File: src/orc_pkg.sv
// package of register map, field layout and encodings for the oscillator and reference clock control
package orc_pkg;
  // ==========================================================
  // register byte addresses
  localparam logic [7:0] ADDR_OSC_CTRL = 8'h00;
  localparam logic [7:0] ADDR_RC_TUNE = 8'h10;
  localparam logic [7:0] ADDR_REF_CTRL = 8'h20;
  localparam logic [7:0] ADDR_REF_TRIM = 8'h30;
  localparam logic [7:0] ADDR_UNLOCK = 8'h40;
  localparam logic [7:0] ADDR_STATUS = 8'h44;
  // ==========================================================
  // unlock keys, written in order to the unlock register
  localparam logic [31:0] UNLOCK_KEY1 = 32'haa99_6655;
  localparam logic [31:0] UNLOCK_KEY2 = 32'h5566_99aa;
  // ==========================================================
  // oscillator control fields
  localparam int OSC_SWITCH_BIT = 0;
  localparam int SOSC_EN_BIT = 1;
  localparam int USB_RC_BIT = 2;
  localparam int FAIL_FLAG_BIT = 3;
  localparam int NEW_OSC_LSB = 8;
  localparam int OSC_SEL_W = 3;
  localparam int CUR_OSC_LSB = 12;
  localparam logic [2:0] OSC_SEL_RESET = 3'h0;
  // ==========================================================
  // tuning
  localparam int TUNE_W = 6;
  // ==========================================================
  // reference control fields
  localparam int SEL_LSB = 0;
  localparam int SEL_W = 4;
  localparam int ACTIVE_BIT = 8;
  localparam int DIVSW_BIT = 9;
  localparam int RUN_SLEEP_BIT = 11;
  localparam int OE_BIT = 12;
  localparam int STOP_IDLE_BIT = 13;
  localparam int ON_BIT = 15;
  localparam int DIV_LSB = 16;
  localparam int DIV_W = 15;
  localparam int TRIM_LSB = 23;
  localparam int TRIM_W = 9;
  // ==========================================================
  // reference source codes
  localparam logic [3:0] SRC_SYS_CLK = 4'h0;
  localparam logic [3:0] SRC_PERIPH_CLK = 4'h1;
  localparam logic [3:0] SRC_POSC = 4'h2;
  localparam logic [3:0] SRC_FAST_RC = 4'h3;
  localparam logic [3:0] SRC_LOW_POWER_RC = 4'h4;
  localparam logic [3:0] SRC_SOSC = 4'h5;
  localparam logic [3:0] SRC_UPLL = 4'h6;
  localparam logic [3:0] SRC_SPLL = 4'h7;
  localparam logic [3:0] SRC_EXT = 4'h8;
  localparam int NUM_SRC = 9;
  // ==========================================================
  // accumulator width: trim fraction plus one
  localparam int ACC_W = TRIM_W + 1;
  localparam logic [31:0] DIV_CLKS = 32'd2;

  typedef enum logic [2:0] {
    ORC_SW_IDLE = 3'b001,
    ORC_SW_WAIT = 3'b010,
    ORC_SW_DONE = 3'b100
  } orc_sw_e;
endpackage

File: src/orc_top.sv
// oscillator control, rc tuning and reference clock generator behind apb
`timescale 1ns/1ps
`default_nettype none

// Operation
// - fail monitor failure sets clock fail flag
// - usb clock select picks rc or primary
// - secondary oscillator runs while enable set
// - switch request starts switch, self clears
// - control and tuning writes need unlock
// - tuning field is signed six bit trim
// - generator runs only while enabled
// - stop in idle halts generator
// - output pin carries clock only when enabled
// - run in sleep keeps output in sleep
// - run in sleep ignored for clock sources
// - divider switch bit busy, hardware cleared
// - source and divider held while enabled
// - trim held while enabled until switch
// - request status bit shows active request
// - four bit source select with reserved codes
// - fifteen bit integer divider field
// - nine bit trim adds n over 512
// - unimplemented bits read zero
// - three bit new oscillator selection
module orc_top #(
  parameter int SWITCH_CYCLES = 4
) (
  input wire logic pclk,
  input wire logic presetn,
  input wire logic clk_en,
  input wire logic psel,
  input wire logic penable,
  input wire logic pwrite,
  input wire logic [7:0] paddr,
  input wire logic [31:0] pwdata,
  output logic [31:0] prdata,
  output logic pready,
  output logic pslverr,
  input wire logic fail_safe_clock_monitor,
  input wire logic idle_mode,
  input wire logic sleep_mode,
  input wire logic [8:0] ref_src_clks,
  output logic ref_clock_out_pin,
  output logic ref_clock_out_oe_n,
  output logic usb_clock_from_rc_select,
  output logic secondary_osc_enable,
  output logic [5:0] rc_trim_field,
  output logic [2:0] osc_select,
  output logic osc_switch_pulse
);
  // ==========================================================
  // bus decode
  wire logic access_w = psel & penable;
  wire logic wr_w = access_w & pwrite & clk_en;
  wire logic hit_osc = paddr == orc_pkg::ADDR_OSC_CTRL;
  wire logic hit_tun = paddr == orc_pkg::ADDR_RC_TUNE;
  wire logic hit_ref = paddr == orc_pkg::ADDR_REF_CTRL;
  wire logic hit_trm = paddr == orc_pkg::ADDR_REF_TRIM;
  wire logic hit_unl = paddr == orc_pkg::ADDR_UNLOCK;
  wire logic hit_sts = paddr == orc_pkg::ADDR_STATUS;
  wire logic mapped = hit_osc | hit_tun | hit_ref | hit_trm | hit_unl | hit_sts;

  assign pready = 1'b1;
  assign pslverr = access_w & ~mapped;

  // ==========================================================
  // unlock sequence: key1 then key2 opens one locked write
  logic [1:0] unl_r;
  logic locked_wr_r;
  wire logic key1_w = wr_w & hit_unl & (pwdata == orc_pkg::UNLOCK_KEY1);
  wire logic key2_w = wr_w & hit_unl & (pwdata == orc_pkg::UNLOCK_KEY2) & unl_r[0];
  wire logic unlocked = unl_r[1];
  wire logic osc_wr = wr_w & hit_osc & unlocked;
  wire logic tun_wr = wr_w & hit_tun & unlocked;
  wire logic lock_use = osc_wr | tun_wr;

  always_ff @(posedge pclk or negedge presetn) begin
    if (!presetn) begin
      unl_r <= 2'h0;
      locked_wr_r <= 1'b0;
    end else if (clk_en) begin
      // any other unlock-register write or a locked write relocks
      if (key1_w) begin
        unl_r <= 2'h1;
      end else if (key2_w) begin
        unl_r <= 2'h2;
      end else if (lock_use || (wr_w && hit_unl)) begin
        unl_r <= 2'h0;
      end
      // holds until the next control or tuning write so software can poll it
      if (wr_w && (hit_osc || hit_tun)) begin
        locked_wr_r <= ~unlocked;
      end
    end
  end

  // ==========================================================
  // oscillator control
  logic fail_flag_r, usb_rc_r, sosc_r, osw_r;
  logic [2:0] new_osc_r, cur_osc_r;
  logic [5:0] tun_r;
  logic [$clog2(SWITCH_CYCLES+1)-1:0] sw_cnt_r;
  orc_pkg::orc_sw_e sw_st_r;
  wire logic osw_set = osc_wr & pwdata[orc_pkg::OSC_SWITCH_BIT] & ~osw_r;
  wire logic sw_done = sw_st_r == orc_pkg::ORC_SW_DONE;

  always_ff @(posedge pclk or negedge presetn) begin
    if (!presetn) begin
      fail_flag_r <= 1'b0;
      usb_rc_r <= 1'b0;
      sosc_r <= 1'b0;
      new_osc_r <= orc_pkg::OSC_SEL_RESET;
      tun_r <= 6'h00;
    end else if (clk_en) begin
      // set wins over software clear
      if (fail_safe_clock_monitor) begin
        fail_flag_r <= 1'b1;
      end else if (osc_wr) begin
        fail_flag_r <= pwdata[orc_pkg::FAIL_FLAG_BIT];
      end
      if (osc_wr) begin
        usb_rc_r <= pwdata[orc_pkg::USB_RC_BIT];
        sosc_r <= pwdata[orc_pkg::SOSC_EN_BIT];
        new_osc_r <= pwdata[orc_pkg::NEW_OSC_LSB +: orc_pkg::OSC_SEL_W];
      end
      if (tun_wr) begin
        tun_r <= pwdata[orc_pkg::TUNE_W-1:0];
      end
    end
  end

  // switch sequencer: waits a fixed settle time then adopts the new source
  always_ff @(posedge pclk or negedge presetn) begin
    if (!presetn) begin
      sw_st_r <= orc_pkg::ORC_SW_IDLE;
      sw_cnt_r <= '0;
      osw_r <= 1'b0;
      cur_osc_r <= orc_pkg::OSC_SEL_RESET;
    end else if (clk_en) begin
      unique case (sw_st_r)
        orc_pkg::ORC_SW_IDLE: begin
          if (osw_set) begin
            osw_r <= 1'b1;
            sw_cnt_r <= '0;
            sw_st_r <= orc_pkg::ORC_SW_WAIT;
          end
        end
        orc_pkg::ORC_SW_WAIT: begin
          if (sw_cnt_r == ($bits(sw_cnt_r))'(SWITCH_CYCLES - 1)) begin
            sw_st_r <= orc_pkg::ORC_SW_DONE;
          end else begin
            sw_cnt_r <= sw_cnt_r + 1'b1;
          end
        end
        orc_pkg::ORC_SW_DONE: begin
          cur_osc_r <= new_osc_r;
          osw_r <= 1'b0;
          sw_st_r <= orc_pkg::ORC_SW_IDLE;
        end
        default: sw_st_r <= orc_pkg::ORC_SW_IDLE;
      endcase
    end
  end

  assign usb_clock_from_rc_select = usb_rc_r;
  assign secondary_osc_enable = sosc_r;
  assign rc_trim_field = tun_r;
  assign osc_select = cur_osc_r;
  assign osc_switch_pulse = sw_done;

  // ==========================================================
  // reference clock control; shadow fields hold back writes while on
  logic on_r, stop_idle_r, oe_r, run_sleep_r, dsw_r;
  logic [3:0] sel_sh_r, sel_r;
  logic [14:0] div_sh_r, div_r;
  logic [8:0] trm_sh_r, trm_r;
  wire logic ref_wr = wr_w & hit_ref;
  wire logic trm_wr = wr_w & hit_trm;
  wire logic [3:0] wsel = pwdata[orc_pkg::SEL_LSB +: orc_pkg::SEL_W];
  wire logic [14:0] wdiv = pwdata[orc_pkg::DIV_LSB +: orc_pkg::DIV_W];
  wire logic [8:0] wtrm = pwdata[orc_pkg::TRIM_LSB +: orc_pkg::TRIM_W];
  wire logic dsw_req = ref_wr & pwdata[orc_pkg::DIVSW_BIT];
  wire logic sel_ok = wsel <= orc_pkg::SRC_EXT;

  always_ff @(posedge pclk or negedge presetn) begin
    if (!presetn) begin
      on_r <= 1'b0;
      stop_idle_r <= 1'b0;
      oe_r <= 1'b0;
      run_sleep_r <= 1'b0;
      dsw_r <= 1'b0;
      sel_sh_r <= 4'h0;
      div_sh_r <= 15'h0000;
      trm_sh_r <= 9'h000;
      sel_r <= 4'h0;
      div_r <= 15'h0000;
      trm_r <= 9'h000;
    end else if (clk_en) begin
      if (ref_wr) begin
        on_r <= pwdata[orc_pkg::ON_BIT];
        stop_idle_r <= pwdata[orc_pkg::STOP_IDLE_BIT];
        oe_r <= pwdata[orc_pkg::OE_BIT];
        run_sleep_r <= pwdata[orc_pkg::RUN_SLEEP_BIT];
        div_sh_r <= wdiv;
        if (sel_ok) begin
          sel_sh_r <= wsel;
        end
      end
      if (trm_wr) begin
        trm_sh_r <= wtrm;
      end
      // divider switch: set by write, cleared once new values are loaded
      if (dsw_r) begin
        dsw_r <= 1'b0;
        sel_r <= sel_sh_r;
        div_r <= div_sh_r;
        trm_r <= trm_sh_r;
      end else if (dsw_req) begin
        dsw_r <= 1'b1;
      end else if (!on_r) begin
        // disabled: new values take effect directly
        sel_r <= sel_sh_r;
        div_r <= div_sh_r;
        trm_r <= trm_sh_r;
      end
    end
  end

  // ==========================================================
  // fractional divider: half period = div + trim/512 source edges
  logic [8:0] src_d_r;
  logic [14:0] cnt_r;
  logic [orc_pkg::ACC_W-1:0] acc_r;
  logic ref_r;
  wire logic src_clk = ref_src_clks[sel_r];
  wire logic src_edge = src_clk & ~src_d_r[sel_r];
  // system and bus clocks stop in sleep, so run-in-sleep cannot keep them
  wire logic clk_src = (sel_r == orc_pkg::SRC_SYS_CLK) | (sel_r == orc_pkg::SRC_PERIPH_CLK);
  wire logic sleep_stop = sleep_mode & (~run_sleep_r | clk_src);
  wire logic run = on_r & ~(idle_mode & stop_idle_r) & ~sleep_stop;
  wire logic [orc_pkg::ACC_W-1:0] acc_sum = acc_r + {1'b0, trm_r};
  wire logic extra = acc_sum[orc_pkg::ACC_W-1];
  wire logic [14:0] half_len = div_r + {14'h0000, extra};

  always_ff @(posedge pclk or negedge presetn) begin
    if (!presetn) begin
      src_d_r <= 9'h000;
      cnt_r <= 15'h0000;
      acc_r <= '0;
      ref_r <= 1'b0;
    end else if (clk_en) begin
      src_d_r <= ref_src_clks;
      if (!run) begin
        cnt_r <= 15'h0000;
        acc_r <= '0;
        ref_r <= 1'b0;
      end else if (div_r == 15'h0000) begin
        ref_r <= src_clk;
      end else if (src_edge) begin
        if (cnt_r + 15'h0001 >= half_len) begin
          cnt_r <= 15'h0000;
          ref_r <= ~ref_r;
          acc_r <= {1'b0, acc_sum[orc_pkg::ACC_W-2:0]};
        end else begin
          cnt_r <= cnt_r + 15'h0001;
        end
      end
    end
  end

  // active while enabled and running or a divider switch pending
  wire logic active = on_r & (run | dsw_r);
  assign ref_clock_out_pin = ref_r & oe_r & run;
  assign ref_clock_out_oe_n = ~(oe_r & on_r);

  // ==========================================================
  // read mux; unimplemented bits stay zero
  logic [31:0] osc_rd, tun_rd, ref_rd, trm_rd, sts_rd;
  always_comb begin
    osc_rd = 32'h0000_0000;
    osc_rd[orc_pkg::FAIL_FLAG_BIT] = fail_flag_r;
    osc_rd[orc_pkg::USB_RC_BIT] = usb_rc_r;
    osc_rd[orc_pkg::SOSC_EN_BIT] = sosc_r;
    osc_rd[orc_pkg::OSC_SWITCH_BIT] = osw_r;
    osc_rd[orc_pkg::NEW_OSC_LSB +: orc_pkg::OSC_SEL_W] = new_osc_r;
    osc_rd[orc_pkg::CUR_OSC_LSB +: orc_pkg::OSC_SEL_W] = cur_osc_r;
    tun_rd = {26'h0000000, tun_r};
    ref_rd = 32'h0000_0000;
    ref_rd[orc_pkg::SEL_LSB +: orc_pkg::SEL_W] = sel_sh_r;
    ref_rd[orc_pkg::ACTIVE_BIT] = active;
    ref_rd[orc_pkg::DIVSW_BIT] = dsw_r;
    ref_rd[orc_pkg::RUN_SLEEP_BIT] = run_sleep_r;
    ref_rd[orc_pkg::OE_BIT] = oe_r;
    ref_rd[orc_pkg::STOP_IDLE_BIT] = stop_idle_r;
    ref_rd[orc_pkg::ON_BIT] = on_r;
    ref_rd[orc_pkg::DIV_LSB +: orc_pkg::DIV_W] = div_sh_r;
    trm_rd = 32'h0000_0000;
    trm_rd[orc_pkg::TRIM_LSB +: orc_pkg::TRIM_W] = trm_sh_r;
    sts_rd = {29'h00000000, locked_wr_r, unl_r};
  end

  always_comb begin
    prdata = 32'h0000_0000;
    if (hit_osc) prdata = osc_rd;
    if (hit_tun) prdata = tun_rd;
    if (hit_ref) prdata = ref_rd;
    if (hit_trm) prdata = trm_rd;
    if (hit_sts) prdata = sts_rd;
  end
endmodule
`default_nettype wire

File: config.mk
export PLATFORM = sky130hd
export DESIGN_NAME = orc_top
export DESIGN_NICKNAME = d
export VERILOG_FILES = /design/src/orc_pkg.sv /design/src/orc_top.sv
export SDC_FILE = /design/constraint.sdc
export NUM_CORES = 1
export LEC_CHECK = 0
export ABC_AREA = 0
export BUFFER_PORTS_ARGS = -buffer_cell sky130_fd_sc_hd__buf_2
export CAP_MARGIN = 20
export CORE_AREA = 2 2 127 129
export CTS_CLUSTER_SIZE = 25
export DETAILED_ROUTE_END_ITERATION = 12
export DIE_AREA = 0 0 129 131
export HOLD_SLACK_MARGIN = 0.02
export PLACE_DENSITY = 0.7
export SYNTH_ARGS = -nofsm -noshare
export SYNTH_HDL_FRONTEND = slang
export SYNTH_SLANG_ARGS = --single-unit
File: constraint.sdc
create_clock -name pclk -period 5.95 [get_ports pclk]
set_input_delay 0.2975 -clock pclk [delete_from_list [all_inputs] [get_ports pclk]]
set_output_delay 0.2975 -clock pclk [all_outputs]
set_load 0.02 [all_outputs]
# == Word-level counts from Yosys, hierarchy flattened ==
# Cells that the tools add are included.
# op_classes
add_sub_neg,4
multipliers,0
div,0
order_cmp,3
n_eq_ne,22
shifts,0
muxes,45
n_bitwise,44
n_reduce_logical,27
# ops
cell,n
$mux W32,4
$mux W15,8
$mux W10,4
$eq A32 B31 Y1 const B,1
$eq A32 B32 Y1 const B,1
$mux W9,3
$and A1 B1 Y1,26
$reduce_and A3 Y1,6
$eq A8 B6 Y1 const B,2
$eq A8 B7 Y1 const B,2
$reduce_and A2 Y1,8
$add A15 B1 Y15,1
$add A15 B1 Y15 const B,1
$ge A15 B15 Y1,1
$logic_not A15 Y1,1
$mux W3,4
$mux W4,3
$ne A2 B2 Y1 const B,6
$pmux W3 S2,2
$mux W1,11
$add A10 B9 Y10,1
$not A1 Y1,9
$or A1 B1 Y1,9
$bmux W1 S4,2
other kinds (20),29
# word_totals
reg_bits,121
latch_bits,0
mem_bits_rw,0
mem_bits_ro,0
input_bits,58
out_inout_bits,48
word_cells,171
n_memories,0

# == Logic depth before layout (Yosys ltp) ==
# Gate-level depths: netlist of run 1.
# depth
depth_word,11
ltp_mapped,21
depth_no_buf,20

# == Worst setup path after synthesis of run 1 ==
# Ideal clock, no wire load.
# synth_timing
kind,register to register
start,register trm_r[1]
end,register acc_r[2] (netlist bit)
setup_time_ns,0.136
arrival_ns,4.207
required_ns,5.814
slack_ns,1.607
stages_incl_launch_ff,21
path_buffers,1
synth_period_minus_slack_ns,4.343
cell_sequence,dfrtp_1 > ha_1 > a21oi_1 > o21ai_0 > a2111oi_0 > nor3_1 > a21o_1 > a21o_1 > ha_1 > ha_1 > nand2_1 > nor2_1 > xnor2_1 > ha_1 > and3_1 > a221o_1 > a31oi_1 > o31ai_1 > and3_1 > clkbuf_1 > o22ai_1
# synth_via
elab_chain_len,5
word_cells_on_any_way,9
cone_classes,add/sub (2); order compare (1); eq/ne (1); mux (4); reduce/logical (1)
# synth_rtl
element,line_no,text
start: declaration,orc_top.sv:177,"logic [8:0] trm_sh_r, trm_r;"
start signal: assignment,orc_top.sv:218,trm_r <= trm_sh_r;
start signal: assignment,orc_top.sv:225,trm_r <= trm_sh_r;
$add A10 B9 Y10 *,orc_top.sv:242,"wire logic [orc_pkg::ACC_W-1:0] acc_sum = acc_r + {1'b0, trm_r};"
$add A15 B1 Y15 / $mux W10 (equally long branches),"orc_top.sv:244, orc_top.sv:261",
$ge A15 B15 Y1 / $mux W10 (equally long branches),"orc_top.sv:261, orc_top.sv:260",
$ne A2 B1 Y1 (no source line) / $mux W10 (equally long branches),n/a,
$reduce_and A4 Y1 (no source line) / $mux W10 (equally long branches),n/a,
end signal: assignment,orc_top.sv:264,"acc_r <= {1'b0, acc_sum[orc_pkg::ACC_W-2:0]};"
end: declaration,orc_top.sv:234,logic [orc_pkg::ACC_W-1:0] acc_r;
# Mark *: on every way between the ends. The rest lies on a longest branch, timed or not. The select of a mux whose other input is x is not followed.
# A chain may end at the register's enable or synchronous reset.

# == Worst setup path in the final report of run 1 ==
# layout_timing
start,register trm_r[1]
end,register cnt_r[0]
# layout_via
elab_chain_len,7
# layout_rtl
element,line_no,text
$add A10 B9 Y10,orc_top.sv:242,
$add A15 B1 Y15,orc_top.sv:244,"wire logic [14:0] half_len = div_r + {14'h0000, extra};"
$ge A15 B15 Y1,orc_top.sv:261,if (cnt_r + 15'h0001 >= half_len) begin
$mux W15,orc_top.sv:261,
$mux W15,orc_top.sv:260,end else if (src_edge) begin
$mux W15,orc_top.sv:258,end else if (div_r == 15'h0000) begin
$mux W15,orc_top.sv:254,if (!run) begin
end signal: assignment,orc_top.sv:266,cnt_r <= cnt_r + 15'h0001;
end: declaration,orc_top.sv:233,logic [14:0] cnt_r;
# No other way between the ends. The select of a mux whose other input is x is not followed.

==> results.sh, run 1 <==
export IMPL_synth_cells=620
export IMPL_fin_crit_sh=0.7842
export IMPL_start_util=0.4377
export IMPL_yosys_warnings=0
export IMPL_io_pins=106
export IMPL_vias_per_cell=5.532
export IMPL_tightest_slew_ps=924.8
export IMPL_critPathMostFrequentCell="ha_1"
export IMPL_wl_mm=16.94
export IMPL_grt_pass1_wl_mm=28.08
export IMPL_min_path_type="in -> reg"
export IMPL_clock_latency_ps=420
export IMPL_portBuffers=102
export IMPL_fin_setup_tns_ps=0
export IMPL_worstReg2RegEnd="cnt_r[0]"
export IMPL_combPwrFrac=0.057
export IMPL_maxCapViolations=0
export IMPL_synth_avg_cell_area_sq_um=11.01
export IMPL_finalInstanceArea_sq_mm=0.008090
export IMPL_outcome="completed"
export IMPL_cts_htree_levels=4
export IMPL_yosys_area_top_type="dfrtp_1"
export IMPL_cts_path_max_buffers=2
export IMPL_synth_top_area_frac=0.4362
export IMPL_antenna_found_initial=1
export IMPL_fmax_mhz=214.3
export IMPL_synth_area_sq_mm=0.006827
export IMPL_p_sw_mw=0.4303
export IMPL_cpPeakStageDelay_ps=410
export IMPL_clkTransAtPathRegs_ps=50
export IMPL_ys_seq_elements=120
export IMPL_setup_viol=0
export IMPL_worstPathRequired_ps=6300
export IMPL_ys_top_cells_by_area="dfrtp_1, mux2_2, ha_1, a22o_1, nand2_1"
export IMPL_firstDrtPassIters=4
export IMPL_setup_slack_ps=1284
export IMPL_place_congestion=0.9033
export IMPL_coreArea_sq_mm=0.01560
export IMPL_antenna_cells=0
export IMPL_yosysSeqAreaShare=0.4401
export IMPL_p_seq_frac=0.443
export IMPL_worstRegToRegCells=20
export IMPL_slew_headroom=0.3818
export IMPL_swShare=0.2287
export IMPL_cp_endpoint="cnt_r[0]"
export IMPL_arrival_ps=5020
export IMPL_ys_types=71
export IMPL_wire_per_inst_um=17.78
export IMPL_critPathLaunchType="register"
export IMPL_placed_cell_area_sq_mm=0.007541
export IMPL_vdd_drop_max_mv=0.2537
export IMPL_postCtsSetupBuffers=0
export IMPL_leakagePower_nw=4.032
export IMPL_dp_hpwl_mm=12.74
export IMPL_fin_util=0.5187
export IMPL_drtAntennaViolNets=0
export IMPL_p_clk_frac=0.500
export IMPL_vias=5272
export IMPL_grt_max_degree=69
export IMPL_rsz0062_at_grt="no"
export IMPL_cts_sinks=120
export IMPL_die_area_sq_mm=0.01690
export IMPL_timing_rr_start="trm_r[1]"
export IMPL_cp_end_kind="register"
export IMPL_crit_chain="ha_1 -> a21oi_1 -> o21ai_0 -> a2111oi_0 -> nor3_1 -> a21o_1 -> a21o_1 -> ha_1 -> ha_1 -> nand2_1 -> nor2_1 -> xnor2_1 -> ha_1 -> and3_1 -> a221o_1 -> a31oi_1 -> o31ai_2 -> buf_4 -> nor2_1 -> mux2_2"
export IMPL_finalClockSkew_ps=10.56
export IMPL_layout_drive_gt1_share=0.3094
export IMPL_pwr_density_cell_mw_per_mm2=232.6
export IMPL_worstPathMaxFanout=19
export IMPL_drv_slew=0
export IMPL_die_x_um=129
export IMPL_die_h_um=131
export IMPL_synthToLayoutAreaGrowth_pct=18.51
export IMPL_drc_errors=0
export IMPL_cts_buffers=17
export IMPL_drt_iter0_markers=195
export IMPL_synth_edff_count=0
export IMPL_hold_viol_final=0
export IMPL_synth_top_flop_cell="dfrtp_1"
export IMPL_grt_pass1_vias=5459
export IMPL_rrSetupSlack_ps=1280
export IMPL_crit_start="trm_r[1]"
export IMPL_cts_root_buf="clkbuf_16"
export IMPL_fin_crit_ps=4666
export IMPL_intPower_mw=1.452
export IMPL_critPathSlowestCell="dfrtp_1"
export IMPL_nNetsFinal=812
export IMPL_crit_type="reg -> reg"
export IMPL_gr_total_overflow=0
export IMPL_power_total_mw=1.882
export IMPL_pre_cts_ws_ps=1322
export IMPL_globalRouteTotalUtil=0.2140
export IMPL_cts_resized_gates=0
export IMPL_cts_tree="built"
export IMPL_synth_async_sr_flop_share=1.000
export IMPL_row_count=46
## synth_stat cells (all sizes together) (14+ instances only)
| cell | count |
|---|---|
| ha | 29 |
| o21ai | 15 |
| and3 | 15 |
| inv | 18 |
| nand3 | 18 |
| dfrtp | 119 |
| mux2 | 79 |
| a22o | 21 |
| and2 | 14 |
| nor2 | 31 |
| xnor2 | 16 |
| clkbuf | 15 |
| xor2 | 17 |
| nand2 | 43 |
## critical path, delay by kind of cell (launching register included)
| kind | cells | cell delay, ps |
|---|---|---|
| buffers and inverters | 1 | 200 |
| xor gates and xnor gates | 1 | 120 |
| DFF | 1 | 410 |
| and+or+nand+nor | 5 | 900 |
| AOI/OAI and AO/OA | 8 | 1680 |
| muxes | 1 | 250 |
| adders and majority gates | 4 | 1050 |
## repair_timing
action	CTS	global route
endpoints found under the setup margin	0	0
endpoints found under the hold margin	52	0
hold buffers	1	0
## through the flow
step | hold slack (ps) | std cells
global placement | 368.7 | 920
detailed placement | 384.8 | 920
floorplan | 1.909 | 621
global route | 109.4 | 953
CTS | 98.81 | 953
finish | 118.3 | 953
## cell usage in the layout (no fill, tap or decap), types with 3 or more instances in the layout
| cell | Yosys | routed |
|---|---|---|
| mux2_2 | 78 | 78 |
| nor2_1 | 31 | 31 |
| a31oi_1 | 3 | 3 |
| dfrtp_1 | 119 | 119 |
| nor2b_1 | 8 | 8 |
| nand2_1 | 43 | 43 |
| clkinv_2 | 0 | 3 |
| a21o_1 | 5 | 5 |
| o31ai_1 | 9 | 8 |
| nor3_1 | 10 | 10 |
| nand2b_1 | 5 | 5 |
| o32a_1 | 3 | 3 |
| xnor2_1 | 16 | 16 |
| buf_2 | 2 | 101 |
| and2_1 | 14 | 14 |
| buf_4 | 3 | 7 |
| o21ai_0 | 14 | 14 |
| ha_1 | 29 | 29 |
| nor4b_1 | 3 | 3 |
| clkbuf_1 | 15 | 6 |
| xor2_1 | 17 | 17 |
| o21a_1 | 6 | 6 |
| o22ai_1 | 11 | 11 |
| clkbuf_16 | 0 | 17 |
| a22o_1 | 21 | 21 |
| nor4_1 | 4 | 4 |
| nor4bb_1 | 10 | 10 |
| nand3_1 | 17 | 17 |
| conb_1 | 2 | 3 |
| mux2i_1 | 11 | 11 |
| inv_1 | 18 | 18 |
| a21oi_1 | 12 | 12 |
| o21bai_1 | 8 | 8 |
| and3_1 | 15 | 15 |
| nand4_1 | 12 | 12 |
## sequential cells by signal, indices dropped and copies added, names as in the netlist, 2 cells and up
signal,cells
sw_cnt_r,3
sw_st_r,3
div_r,15
trm_sh_r,9
div_sh_r,15
acc_r,9
unl_r,2
cnt_r,15
sel_sh_r,4
sel_r,4
trm_r,9
new_osc_r,3
rc_trim_field,6
osc_select,3
src_d_r,9
## logic make-up after synthesis
group,after synthesis,synth area share
XOR/XNOR,33,0.04234
flip-flops,120,0.4401
buffers and inverters,43,0.02786
AO/OA/AOI/OAI,108,0.1169
multiplexers,92,0.1530
AND/OR/NAND/NOR,192,0.1626
other,2,0.001100
adder cells (fa/ha/maj),30,0.05609
## power by group through the flow
stage / combinational, mW / clock, mW / sequential [mW]
global route: 0.119 / 0.995 / 0.835
floorplan: 0.0525 / 0 / 0.845
detailed placement: 0.108 / 0 / 0.848
global placement: 0.105 / 0 / 0.847
CTS: 0.109 / 0.954 / 0.834
finish: 0.107 / 0.941 / 0.834
## worst min path at each step
stage	start	endpoint	depth (start not counted)	slack (ps)
floorplan	presetn	acc_r[0]	0	2
global placement	presetn	cnt_r[2]	1	370
CTS	ref_src_clks[8]	src_d_r[8]	3	100
finish	ref_src_clks[8]	src_d_r[8]	3	120
detailed placement	presetn	cnt_r[2]	1	380
global route	ref_src_clks[8]	src_d_r[8]	3	110
## layer usage
layer / GRT usage / wire length, um / vias up
li1: - / - / 2502
met1: 0.2635 / 7444 / 2624
met2: 0.3679 / 8475 / 120
met3: 0.05415 / 684 / 24
met4: 0.07417 / 321 / 2
met5: 0 / 13 / -
## layout make-up
cell class	count	area (sq um)
Clock buffer	24	461.7
Clock inverter	8	77.57
Fill cell	1363	7507
Inverter	18	67.56
Multi-Input combinational cell	458	3641
Sequential cell	120	3004
Tap cell	216	270.3
Timing Repair Buffer	109	568.0
No activity file was read; power rests on OpenSTA's default activity.
==> inputs of run 2 (changes only) <==
Clock period 5.95 ns to 4.8 ns, I/O delays scaled along.
==> results.sh, run 2 (same netlist as run 1, synthesis figures left out) <==
export IMPL_fin_setup_tns_ps=0
export IMPL_p_seq_frac=0.430
export IMPL_die_area_sq_mm=0.01690
export IMPL_antenna_cells=0
export IMPL_hold_viol_final=0
export IMPL_globalRouteTotalUtil=0.2230
export IMPL_clock_latency_ps=420
export IMPL_intPower_mw=1.860
export IMPL_cp_end_kind="register"
export IMPL_die_x_um=129
export IMPL_outcome="completed"
export IMPL_drv_slew=0
export IMPL_cts_tree="built"
export IMPL_reg_largest_list="cnt_r x15, div_r x15, div_sh_r x15"
export IMPL_cts_htree_levels=4
export IMPL_slew_headroom=0.3157
export IMPL_fin_crit_ps=4504
export IMPL_finalInstanceArea_sq_mm=0.008160
export IMPL_setup_viol=0
export IMPL_grt_pass1_vias=5494
export IMPL_grt_pass1_wl_mm=28.69
export IMPL_drt_iter0_markers=267
export IMPL_crit_type="reg -> reg"
export IMPL_vdd_drop_max_mv=0.2004
export IMPL_clkTransAtPathRegs_ps=50
export IMPL_setup_slack_ps=296.3
export IMPL_maxCapViolations=0
export IMPL_min_path_type="in -> reg"
export IMPL_swShare=0.2257
export IMPL_vias_per_cell=5.658
export IMPL_vias=5409
export IMPL_place_congestion=0.9277
export IMPL_final_cell_mix="dfrtp_1, buf_2, mux2_2"
export IMPL_wire_per_inst_um=18.55
export IMPL_coreArea_sq_mm=0.01560
export IMPL_nNetsFinal=815
export IMPL_rsz0062_at_grt="no"
export IMPL_worstPathMaxFanout=9
export IMPL_wl_mm=17.73
export IMPL_cts_buffers=17
export IMPL_critPathLaunchType="register"
export IMPL_grt_max_degree=71
export IMPL_p_sw_mw=0.5422
export IMPL_layout_drive_gt1_share=0.3203
export IMPL_row_count=46
export IMPL_placed_cell_area_sq_mm=0.007541
export IMPL_firstDrtPassIters=5
export IMPL_dp_hpwl_mm=13.10
export IMPL_combPwrFrac=0.057
export IMPL_holdWs_ps=61.21
export IMPL_fin_util=0.5232
export IMPL_drc_errors=0
export IMPL_pre_cts_ws_ps=-19.94
export IMPL_die_h_um=131
export IMPL_cts_sinks=120
export IMPL_cts_path_max_buffers=2
export IMPL_fin_crit_sh=0.9383
export IMPL_fmax_mhz=222.0
export IMPL_arrival_ps=4840
export IMPL_layout_commonest_cell="dfrtp_1"
export IMPL_synthToLayoutAreaGrowth_pct=19.54
export IMPL_leakagePower_nw=4.069
export IMPL_cts_root_buf="clkbuf_16"
export IMPL_portBuffers=102
export IMPL_gr_total_overflow=0
export IMPL_io_pins=106
export IMPL_drtAntennaViolNets=0
export IMPL_start_util=0.4377
export IMPL_pwr_density_cell_mw_per_mm2=294.4
export IMPL_tightest_slew_ps=1023
export IMPL_finalClockSkew_ps=6.898
export IMPL_worstPathRequired_ps=5130
export IMPL_p_clk_frac=0.513
export IMPL_antenna_found_initial=0
==> run 2: cell count changes in the layout (fill, tap and decap cells not counted), sizes merged <==
cell,previous run,this run
buf,108,111
bufinv,1,2
clkbuf,24,22
clkinv,5,7
clkinvlp,2,1
==> run 2: final timing paths <==
check | start | end | slack, ps | depth (start not counted)
min in group asynchronous | presetn | div_sh_r[8] | 510 | 2
max reg2reg | trm_r[1] | cnt_r[3] | 300 | 20
min reg2reg | sw_cnt_r[1] | sw_cnt_r[1] | 500 | 1
max | trm_r[1] | cnt_r[3] | 300 | 20
min | ref_src_clks[8] | src_d_r[8] | 60 | 3
max in group asynchronous | presetn | src_d_r[4] | 3090 | 3
==> run 2: layout make-up <==
type                    instances  area, sq um
clock buffers                  22        464.2
clock inverters                10        102.6
fillers                      1376         7437
inverters                      18        67.56
multi-input cells             458         3661
flip-flops and latches        120         3004
well taps                     216        270.3
repair buffers                112        590.6
==> run 2: power groups by stage <==
| stage | logic, mW | clock network (mW) | registers, mW |
|---|---|---|---|
| after floorplan | 0.0650 | 0 | 1.05 |
| after global placement | 0.132 | 0 | 1.05 |
| after detailed placement | 0.135 | 0 | 1.05 |
| after CTS | 0.137 | 1.25 | 1.03 |
| after global routing | 0.150 | 1.29 | 1.03 |
| final | 0.136 | 1.23 | 1.03 |
==> run 2: per-layer routing <==
layer | share of wire | track usage
met5 | 0 | 0
met4 | 0.023 | 0.08312
met3 | 0.048 | 0.04886
met2 | 0.50 | 0.3856
met1 | 0.43 | 0.2752
==> run 2: critical path, cell delays in order (launching register included) <==
cell	delay, ps
dfrtp_1	410
ha_1	310
a21oi_1	160
o21ai_0	130
a2111oi_1	360
nor3_1	130
a21o_1	190
a21o_1	180
ha_1	210
ha_1	240
nand2_1	120
nor2_1	60
xnor2_1	160
ha_1	270
and3_1	220
a221o_1	370
a31oi_2	230
o31ai_4	140
buf_4	210
nand2b_1	160
o21ai_0	150
==> run 2: repair_timing <==
action / in CTS / in global routing
buffers inserted: 0 / 3
hold buffers: 1 / 0
resized for setup: 1 / 4
endpoints found under the hold margin: 69 / 0
pin swaps: 0 / 2
setup endpoints to repair: 9 / 20
==> run 2: through the flow <==
stage | power [mW] | std cells
5_1_grt | 2.476 | 956
6_report | 2.402 | 956
3_3_place_gp | 1.182 | 920
3_5_place_dp | 1.186 | 920
2_1_floorplan | 1.112 | 621
4_1_cts | 2.422 | 953
